**src/inc/di_router_pkg.sv**
```systemverilog
// constants for the digital input channel router
package di_router_pkg;
  // register byte addresses
  localparam logic [11:0] FUNC_SEL_ADDR   = 12'h000;
  localparam logic [11:0] POL_SEL_ADDR    = 12'h004;
  localparam logic [11:0] SRC_SEL_ADDR    = 12'h008;
  localparam logic [11:0] VIRT_IN_ADDR    = 12'h00c;
  localparam logic [11:0] STATUS_ADDR     = 12'h010;
  // register widths and reset values
  localparam int          SEL_W           = 16;
  localparam logic [15:0] FUNC_SEL_RST    = 16'h0004;
  localparam logic [15:0] POL_SEL_RST     = 16'h0000;
  localparam logic [15:0] SRC_SEL_RST     = 16'h0000;
  localparam logic [15:0] FUNC_SEL_MAX    = 16'h0020;
  // status field positions
  localparam int          ST_ACTIVE_BIT   = 0;
  localparam int          ST_RAW_BIT      = 1;
  localparam int          ST_RESERVED_BIT = 2;
  // function selector codes
  localparam logic [15:0] FN_OFF          = 16'h0000;
  localparam logic [15:0] FN_SERVO_EN     = 16'h0001;
  localparam logic [15:0] FN_FAULT_CLR    = 16'h0002;
  localparam logic [15:0] FN_FWD_BLOCK    = 16'h0003;
  localparam logic [15:0] FN_REV_BLOCK    = 16'h0004;
  localparam logic [15:0] FN_ZERO_HOLD    = 16'h0005;
  localparam logic [15:0] FN_DEV_CLR      = 16'h0006;
  localparam logic [15:0] FN_CMD_INV      = 16'h0007;
  localparam logic [15:0] FN_ESTOP        = 16'h0008;
  localparam logic [15:0] FN_GEAR_SW      = 16'h0009;
  localparam logic [15:0] FN_GAIN_SW      = 16'h000a;
  localparam logic [15:0] FN_PULSE_BLOCK  = 16'h000b;
  localparam logic [15:0] FN_VIB_SW       = 16'h000c;
  localparam logic [15:0] FN_SPD1         = 16'h000d;
  localparam logic [15:0] FN_SPD2         = 16'h000e;
  localparam logic [15:0] FN_SPD3         = 16'h000f;
  localparam logic [15:0] FN_INERTIA      = 16'h0010;
  localparam logic [15:0] FN_MIXED        = 16'h0011;
  localparam logic [15:0] FN_SEG_EN       = 16'h0014;
  localparam logic [15:0] FN_SEG1         = 16'h0015;
  localparam logic [15:0] FN_SEG4         = 16'h0018;
  localparam int          SEG_BITS        = 4;
endpackage

```
**src/hw/digital_input_channel_router.sv**
```systemverilog
// digital input channel router with apb register slave
// What this block does
// RQ1: selector 0..32; 0 unused, 1-4 basic functions
// RQ2: values 5 to 12 route clamp through vibration
// RQ3: 13-15 speed bits, 16 none, 17 mixed
// RQ4: 20 segment enable, 21-24 segment bits
// RQ5: polarity 0 active low, 1 active high
// RQ6: source 0 terminal, 1 virtual input
// RQ7: machine fault always gives free shutdown
// RQ8: controller drops enable once motor stopped; no motor-stopped logic here, servo_enable_in just follows the channel
// RQ9: inhibit zeroes speed in blocked direction only
// RQ10: synchronise, then polarity, then route function
//
// The APB slave port and the placing of the registers are this design's own decisions.
`timescale 1ns/1ns
module digital_input_channel_router
  import di_router_pkg::*;
(
  // clock and reset
  input  wire logic                pclk,
  input  wire logic                presetn,
  // apb slave
  input  wire logic                psel,
  input  wire logic                penable,
  input  wire logic                pwrite,
  input  wire logic [11:0]         paddr,
  input  wire logic [31:0]         pwdata,
  output logic                     pready,
  output logic      [31:0]         prdata,
  output logic                     pslverr,
  // terminal and drive state
  input  wire logic                input_channel_four,
  input  wire logic                machine_fault,
  input  wire logic                speed_dir_fwd,
  // routed function signals
  output logic                     servo_enable_in,
  output logic                     fault_warning_clear,
  output logic                     forward_drive_inhibit,
  output logic                     reverse_drive_inhibit,
  output logic                     zero_speed_hold,
  output logic                     deviation_counter_clear,
  output logic                     command_inversion,
  output logic                     emergency_stop,
  output logic                     gear_switch,
  output logic                     gain_switch,
  output logic                     command_pulse_inhibit,
  output logic                     vibration_control_switch,
  output logic                     speed_select_bit1,
  output logic                     speed_select_bit2,
  output logic                     speed_select_bit3,
  output logic                     mixed_mode_choice,
  output logic                     segment_enable,
  output logic      [SEG_BITS-1:0] segment_select,
  // drive outcome
  output logic                     torque_off,
  output logic                     speed_force_zero
);

  logic [SEL_W-1:0] func_sel_q;
  logic [SEL_W-1:0] pol_sel_q;
  logic [SEL_W-1:0] src_sel_q;
  logic             virtual_input_four_q;
  logic             term_meta_q;
  logic             term_sync_q;
  logic             fault_meta_q;
  logic             fault_sync_q;
  logic             raw_level;
  logic             active;
  logic             wr_en;
  logic             any_routed;
  logic             addr_ok;

  // zero wait states; every access completes in its first access cycle
  assign pready  = 1'b1;
  assign wr_en   = psel && penable && pwrite;
  assign addr_ok = (paddr == FUNC_SEL_ADDR) || (paddr == POL_SEL_ADDR) ||
                   (paddr == SRC_SEL_ADDR) || (paddr == VIRT_IN_ADDR) ||
                   (paddr == STATUS_ADDR);
  assign pslverr = psel && penable && !addr_ok;

  // register writes; out-of-range selector values are still stored
  always_ff @(posedge pclk or negedge presetn)
  begin
    if (!presetn)
    begin
      func_sel_q           <= FUNC_SEL_RST;
      pol_sel_q            <= POL_SEL_RST;
      src_sel_q            <= SRC_SEL_RST;
      virtual_input_four_q <= 1'b0;
    end
    else if (wr_en)
    begin
      case (paddr)
        FUNC_SEL_ADDR: func_sel_q           <= pwdata[SEL_W-1:0]; // RQ1
        POL_SEL_ADDR:  pol_sel_q            <= pwdata[SEL_W-1:0];
        SRC_SEL_ADDR:  src_sel_q            <= pwdata[SEL_W-1:0];
        VIRT_IN_ADDR:  virtual_input_four_q <= pwdata[0];
        default:       func_sel_q           <= func_sel_q;
      endcase
    end
  end

  // read data from flip-flops
  always_ff @(posedge pclk or negedge presetn)
  begin
    if (!presetn)
      prdata <= 32'h0000_0000;
    else if (psel && !penable && !pwrite)
    begin
      case (paddr)
        FUNC_SEL_ADDR: prdata <= {16'h0000, func_sel_q};
        POL_SEL_ADDR:  prdata <= {16'h0000, pol_sel_q};
        SRC_SEL_ADDR:  prdata <= {16'h0000, src_sel_q};
        VIRT_IN_ADDR:  prdata <= {31'h0000_0000, virtual_input_four_q};
        STATUS_ADDR:   prdata <= {29'h0000_0000, fault_sync_q, raw_level, active};
        default:       prdata <= 32'h0000_0000;
      endcase
    end
  end

  // two-stage synchronisers for terminal and fault
  always_ff @(posedge pclk or negedge presetn)
  begin
    if (!presetn)
    begin
      // idle level of the pulled-up pin, so no false function after reset
      term_meta_q  <= 1'b1;
      term_sync_q  <= 1'b1;
      fault_meta_q <= 1'b0;
      fault_sync_q <= 1'b0;
    end
    else
    begin
      term_meta_q  <= input_channel_four; // RQ10
      term_sync_q  <= term_meta_q;
      fault_meta_q <= machine_fault;
      fault_sync_q <= fault_meta_q;
    end
  end

  // source then polarity; virtual input is already on pclk
  assign raw_level = src_sel_q[0] ? virtual_input_four_q : term_sync_q; // RQ6
  assign active    = pol_sel_q[0] ? raw_level : !raw_level; // RQ5

  // function routing, registered; unmatched codes drive nothing
  always_ff @(posedge pclk or negedge presetn)
  begin
    if (!presetn)
    begin
      servo_enable_in          <= 1'b0;
      fault_warning_clear      <= 1'b0;
      forward_drive_inhibit    <= 1'b0;
      reverse_drive_inhibit    <= 1'b0;
      zero_speed_hold          <= 1'b0;
      deviation_counter_clear  <= 1'b0;
      command_inversion        <= 1'b0;
      emergency_stop           <= 1'b0;
      gear_switch              <= 1'b0;
      gain_switch              <= 1'b0;
      command_pulse_inhibit    <= 1'b0;
      vibration_control_switch <= 1'b0;
      speed_select_bit1        <= 1'b0;
      speed_select_bit2        <= 1'b0;
      speed_select_bit3        <= 1'b0;
      mixed_mode_choice        <= 1'b0;
      segment_enable           <= 1'b0;
    end
    else
    begin
      servo_enable_in          <= active && (func_sel_q == FN_SERVO_EN); // RQ1
      fault_warning_clear      <= active && (func_sel_q == FN_FAULT_CLR); // RQ1
      forward_drive_inhibit    <= active && (func_sel_q == FN_FWD_BLOCK); // RQ1
      reverse_drive_inhibit    <= active && (func_sel_q == FN_REV_BLOCK); // RQ1
      zero_speed_hold          <= active && (func_sel_q == FN_ZERO_HOLD); // RQ2
      deviation_counter_clear  <= active && (func_sel_q == FN_DEV_CLR); // RQ2
      command_inversion        <= active && (func_sel_q == FN_CMD_INV); // RQ2
      emergency_stop           <= active && (func_sel_q == FN_ESTOP); // RQ2
      gear_switch              <= active && (func_sel_q == FN_GEAR_SW); // RQ2
      gain_switch              <= active && (func_sel_q == FN_GAIN_SW); // RQ2
      command_pulse_inhibit    <= active && (func_sel_q == FN_PULSE_BLOCK); // RQ2
      vibration_control_switch <= active && (func_sel_q == FN_VIB_SW); // RQ2
      speed_select_bit1        <= active && (func_sel_q == FN_SPD1); // RQ3
      speed_select_bit2        <= active && (func_sel_q == FN_SPD2); // RQ3
      speed_select_bit3        <= active && (func_sel_q == FN_SPD3); // RQ3
      mixed_mode_choice        <= active && (func_sel_q == FN_MIXED); // RQ3
      segment_enable           <= active && (func_sel_q == FN_SEG_EN); // RQ4
    end
  end

  // one flop per segment bit
  genvar g;
  generate
    for (g = 0; g < SEG_BITS; g++)
    begin : g_seg
      always_ff @(posedge pclk or negedge presetn)
      begin
        if (!presetn)
          segment_select[g] <= 1'b0;
        else
          segment_select[g] <= active &&
                               (func_sel_q == FN_SEG1 + 16'(g)); // RQ4
      end
    end
  endgenerate

  // fault shutdown is always free: torque removed, no zero-speed lock
  always_ff @(posedge pclk or negedge presetn)
  begin
    if (!presetn)
      torque_off <= 1'b0;
    else
      torque_off <= fault_sync_q || emergency_stop; // RQ7
  end

  // clamp only the blocked direction; the unblocked direction stays free
  always_ff @(posedge pclk or negedge presetn)
  begin
    if (!presetn)
      speed_force_zero <= 1'b0;
    else
      speed_force_zero <= (forward_drive_inhibit && speed_dir_fwd) ||
                          (reverse_drive_inhibit && !speed_dir_fwd); // RQ9
  end

  // any function output at all, for the reserved-code checks
  assign any_routed = servo_enable_in || fault_warning_clear || forward_drive_inhibit ||
                      reverse_drive_inhibit || zero_speed_hold || deviation_counter_clear ||
                      command_inversion || emergency_stop || gear_switch || gain_switch ||
                      command_pulse_inhibit || vibration_control_switch || speed_select_bit1 ||
                      speed_select_bit2 || speed_select_bit3 || mixed_mode_choice ||
                      segment_enable || (|segment_select);

  AST_FWD_ROUTE: assert property (@(posedge pclk) disable iff (!presetn) // RQ1
    (active && func_sel_q == FN_FWD_BLOCK) |=> forward_drive_inhibit)
    else $error("forward inhibit not routed");

  AST_RESERVED_QUIET: assert property (@(posedge pclk) disable iff (!presetn) // RQ4
    ((func_sel_q == FN_OFF) || (func_sel_q == 16'h0012) || (func_sel_q == 16'h0013) ||
     (func_sel_q > FN_SEG4)) |=> !any_routed)
    else $error("reserved code drove a function");

  AST_VIB_ROUTE: assert property (@(posedge pclk) disable iff (!presetn) // RQ2
    $rose(vibration_control_switch) |-> $past(func_sel_q) == FN_VIB_SW)
    else $error("vibration switch from wrong code");

  AST_NO_INERTIA: assert property (@(posedge pclk) disable iff (!presetn) // RQ3
    (func_sel_q == FN_INERTIA) |=> !any_routed)
    else $error("inertia code drove output");

  AST_POLARITY: assert property (@(posedge pclk) disable iff (!presetn) // RQ5
    (func_sel_q == FN_SERVO_EN && !src_sel_q[0] && pol_sel_q[0] == 1'b0 &&
     !term_sync_q) |=> servo_enable_in)
    else $error("low level not active for polarity 0");

  AST_VIRTUAL: assert property (@(posedge pclk) disable iff (!presetn) // RQ6
    (src_sel_q[0] && func_sel_q == FN_SERVO_EN && pol_sel_q[0] &&
     virtual_input_four_q) |=> servo_enable_in)
    else $error("virtual input not routed");

  AST_FAULT_FREE: assert property (@(posedge pclk) disable iff (!presetn) // RQ7
    $rose(machine_fault) ##1 machine_fault[*2] |=> torque_off)
    else $error("fault did not remove torque");

  AST_REV_FREE: assert property (@(posedge pclk) disable iff (!presetn) // RQ9
    (forward_drive_inhibit && !reverse_drive_inhibit && !speed_dir_fwd) |=>
      !speed_force_zero)
    else $error("reverse blocked by forward inhibit");

  AST_SYNC_LAT: assert property (@(posedge pclk) disable iff (!presetn) // RQ10
    (func_sel_q == FN_ESTOP && !src_sel_q[0] && pol_sel_q[0] &&
     $stable(func_sel_q) && $rose(input_channel_four)) ##2 1 |=> emergency_stop)
    else $error("terminal to function latency wrong");

  AST_ONE_FUNCTION: assert property (@(posedge pclk) disable iff (!presetn) // RQ1
    $onehot0({segment_select, segment_enable, mixed_mode_choice, speed_select_bit3,
              speed_select_bit2, speed_select_bit1, vibration_control_switch,
              command_pulse_inhibit, gain_switch, gear_switch, emergency_stop,
              command_inversion, deviation_counter_clear, zero_speed_hold,
              reverse_drive_inhibit, forward_drive_inhibit, fault_warning_clear,
              servo_enable_in}))
    else $error("more than one function driven");

  AST_SPEED_ROUTE: assert property (@(posedge pclk) disable iff (!presetn) // RQ3
    (active && func_sel_q == FN_SPD1) |=> speed_select_bit1)
    else $error("speed bit 1 not routed");

  AST_SEG_ROUTE: assert property (@(posedge pclk) disable iff (!presetn) // RQ4
    (active && func_sel_q == FN_SEG4) |=> segment_select[SEG_BITS-1])
    else $error("last segment bit not routed");

  AST_ESTOP_TORQUE: assert property (@(posedge pclk) disable iff (!presetn) // RQ7
    emergency_stop |=> torque_off)
    else $error("emergency stop kept torque");

  AST_FWD_CLAMP: assert property (@(posedge pclk) disable iff (!presetn) // RQ9
    (forward_drive_inhibit && speed_dir_fwd) |=> speed_force_zero)
    else $error("forward motion not clamped");

  AST_POL_HIGH: assert property (@(posedge pclk) disable iff (!presetn) // RQ5
    (func_sel_q == FN_SERVO_EN && !src_sel_q[0] && pol_sel_q[0] && term_sync_q) |=>
      servo_enable_in)
    else $error("high level not active for polarity 1");

endmodule // digital_input_channel_router

```
**config.mk**
```make
export PLATFORM = sky130hd
export DESIGN_NAME = digital_input_channel_router
export DESIGN_NICKNAME = d
export VERILOG_FILES = /design/src/inc/di_router_pkg.sv /design/src/hw/digital_input_channel_router.sv
export SDC_FILE = /design/constraint.sdc
export NUM_CORES = 1
export LEC_CHECK = 0
export BUFFER_PORTS_ARGS = -buffer_cell sky130_fd_sc_hd__buf_2
export CAP_MARGIN = 20
export CORE_UTILIZATION = 45
export DETAILED_ROUTE_END_ITERATION = 8
export GPL_ROUTABILITY_DRIVEN = 0
export PLACE_DENSITY = 0.73
export SLEW_MARGIN = 20
export SYNTH_ARGS = -nofsm -noshare
export SYNTH_HDL_FRONTEND = slang
export SYNTH_SLANG_ARGS = --single-unit
export TNS_END_PERCENT = 100
```
**constraint.sdc**
```tcl
create_clock -name pclk -period 1.8 [get_ports pclk]
set_input_delay 0.18 -clock pclk [delete_from_list [all_inputs] [get_ports pclk]]
set_output_delay 0.18 -clock pclk [all_outputs]
set_load 0.03 [all_outputs]
```
==> out/qor.csv <==
metric;value;unit
GRT overflow;0;
clock sinks;92;
initial DRC count;157;
largest net degree at the start of global routing;48;
startpoint types;input pin;
max incr delay on CP;0.61;ns
Final Skew;0.0101;ns
Design Power;3.80;mW
CTS tree;done;
ANT cells;0;
Hold Violations, Final;0;
Routed wire per std cell;16.5;um
row count;34;
Required @ worst endpoint;1.62;ns
clk slew on worst S/H paths;0.09;ns
die area;9260;um2
Distinct cells, synth;51;
Max Clk Rate;0.580;GHz
CTS Buffer Depth;2;
Lkg Pwr;2.50;nW
HPWL Detailed;5.93;mm
Post-Syn Instances;307;
maximum VDD drop;0.000424;V
initial antenna violation count;0;
IO Pins;109;
Final ANT Viol Nets;0;
number of enable flip-flop cells after synthesis;0;
Layout Nets;452;
top cells by area, synth;dfrtp_1 56%, mux2_2 12%, buf_4 3.9%;
worst slack, placed;-0.0833;ns
# DRC;0;
share of cells above drive strength 1;0.441;
first-pass iteration count of the detailed router;5;
asr flop ratio synth;1.00;
Final WS setup;0.0768;ns
Synth Flop Type;dfrtp_1;
initial core utilization;0.460;
die span in x;96.2;um
Yosys top cell area share;0.557;
placed cells;494;
Max Cap Viol;0;
critical path arrival;1.54;ns
total global-route track usage;0.196;
CP max FO;6;
Final Setup Violations;0;
critical path class;in2out;
CTS Buf Count;9;
Via-to-Cell Ratio;5.34;
Period minus WS final;1.72;ns
area leader, netlist;dfrtp_1;
count leader, synth;dfrtp_1;
clk root buf;clkbuf_8;
Post-CTS Setup Repair Bufs;0;
pwr dens;786;nW/um2
hold slack final;0.0736;ns
Commonest cells post-synth;89 x dfrtp_1, 41 x mux2_2, 21 x buf_4;
Final period util;0.957;
CTS H-Tree Depth;3;
# port buffers;75;
final setup TNS;0;ns
via count;2735;
RSZ-0062 raised after global routing;no;
Hold Path Class;in2reg;
Yosys warnings;0;
sequential area share after synthesis;0.577;
max-slew violations;0;
vias in the first global route;2618;
CP endpoint kind;output pin;
final cell count without fillers;512;
Vert. Die Dim;96.2;um
core footprint;8680;um2
Yosys reg bits;92;
routed wire length;8.44;mm
first-pass GRT wire length;13.3;mm
Critical Path Most Common Cell;buf_2;
status;finished clean;
Worst-Skew Late Latency;0.36;ns
Post-Synthesis Mean Instance Area;13.0;um2
# fillers;753;
crit path cell chain;buf_2 -> or4_4 -> nor3_1 -> buf_4 -> a21oi_1 -> buf_2;
area delta synth->final;20.8;%
Post-Syn Area;4000;um2
crit path max-delay cell type;or4_4;
-- registers in the layout, indices dropped and copies added (netlist names), 4 cells and up --
register	flops
prdata	16
src_sel_q	16
segment_select	4
pol_sel_q	16
func_sel_q	16
-- repair_timing --
item                                    4_1_cts  5_1_grt
hold endpoints to repair                     32        0
hold buffers                                  3        0
endpoints found under the setup margin        0        1
resized for setup                             0        1
-- metal layers --
| metal | vias to the layer above | routed length, um | global-route usage |
|---|---|---|---|
| li1 | 1266 | - | - |
| met1 | 1369 | 3590 | 0.258 |
| met2 | 91 | 4280 | 0.325 |
| met3 | 9 | 469 | 0.0395 |
| met4 | 0 | 97 | 0.0622 |
| met5 | - | 0 | 0 |
-- worst max-delay path, delay by kind of cell --
family	cells	cell delay (ns)
simple gates	2	0.90
buf+inv	3	0.42
compound gates	1	0.05
-- through the flow --
step / instance area [um2] / util
floorplan: 4060 / -
global placement: 4580 / 0.528
detailed placement: 4580 / 0.528
CTS: 4830 / 0.556
global route: 4830 / 0.556
finish: 4830 / 0.556
-- kinds of logic after synthesis --
| family | after synthesis | synth area share |
|---|---|---|
| AO/OA/AOI/OAI | 38 | 0.0698 |
| other | 2 | 0.00188 |
| AND/OR/NAND/NOR | 85 | 0.131 |
| XOR/XNOR | 1 | 0.00219 |
| multiplexers | 54 | 0.161 |
| flip-flops | 92 | 0.577 |
| buffers and inverters | 35 | 0.0573 |
-- where the power goes --
group	internal, mW	total, mW	switching (mW)
combinational	0.0677	0.222	0.155
sequential	2.07	2.08	0.00289
clock	0.780	1.50	0.717
-- path summary, 6_finish.rpt --
kind | slack (ns) | depth (start not counted) | endpoint | from
worst min register to register | 0.36 | 0 | fault_sync_q | fault_meta_q
worst min-delay path | 0.07 | 2 | speed_force_zero | speed_dir_fwd
min in group asynchronous | 0.29 | 2 | prdata[11] | presetn
worst max register to register | 0.19 | 4 | segment_select[1] | func_sel_q[12]
worst max-delay path | 0.08 | 6 | pslverr | paddr[9]
max in group asynchronous | 0.87 | 3 | term_sync_q | presetn
-- final cells by class --
cell class              count  area (um2)  share of cell area
flip-flops and latches     92        2310               0.478
repair buffers            100         648               0.134
well taps                 108         135              0.0280
inverters                   2        7.51             0.00156
clock buffers               9         124              0.0257
clock inverters             6        87.6              0.0181
multi-input cells         195        1520               0.315
-- cells in the final DEF (no fill, tap or decap), drive strengths merged, types with 4 or more instances in the layout --
master  synthesis  layout
nor3           10      10
dfrtp          89      89
nand3           4       4
conb            2      17
o21ai          14      14
a22oi           4       4
nor2           18      18
mux2           51      51
and3            4       4
buf            28      97
nor4            5       5
nand2b          4       4
nand2          19      19
a222oi         11      11
inv             2       4
clkbuf          5       9
Note: power is estimated with default switching activity, not from simulation.
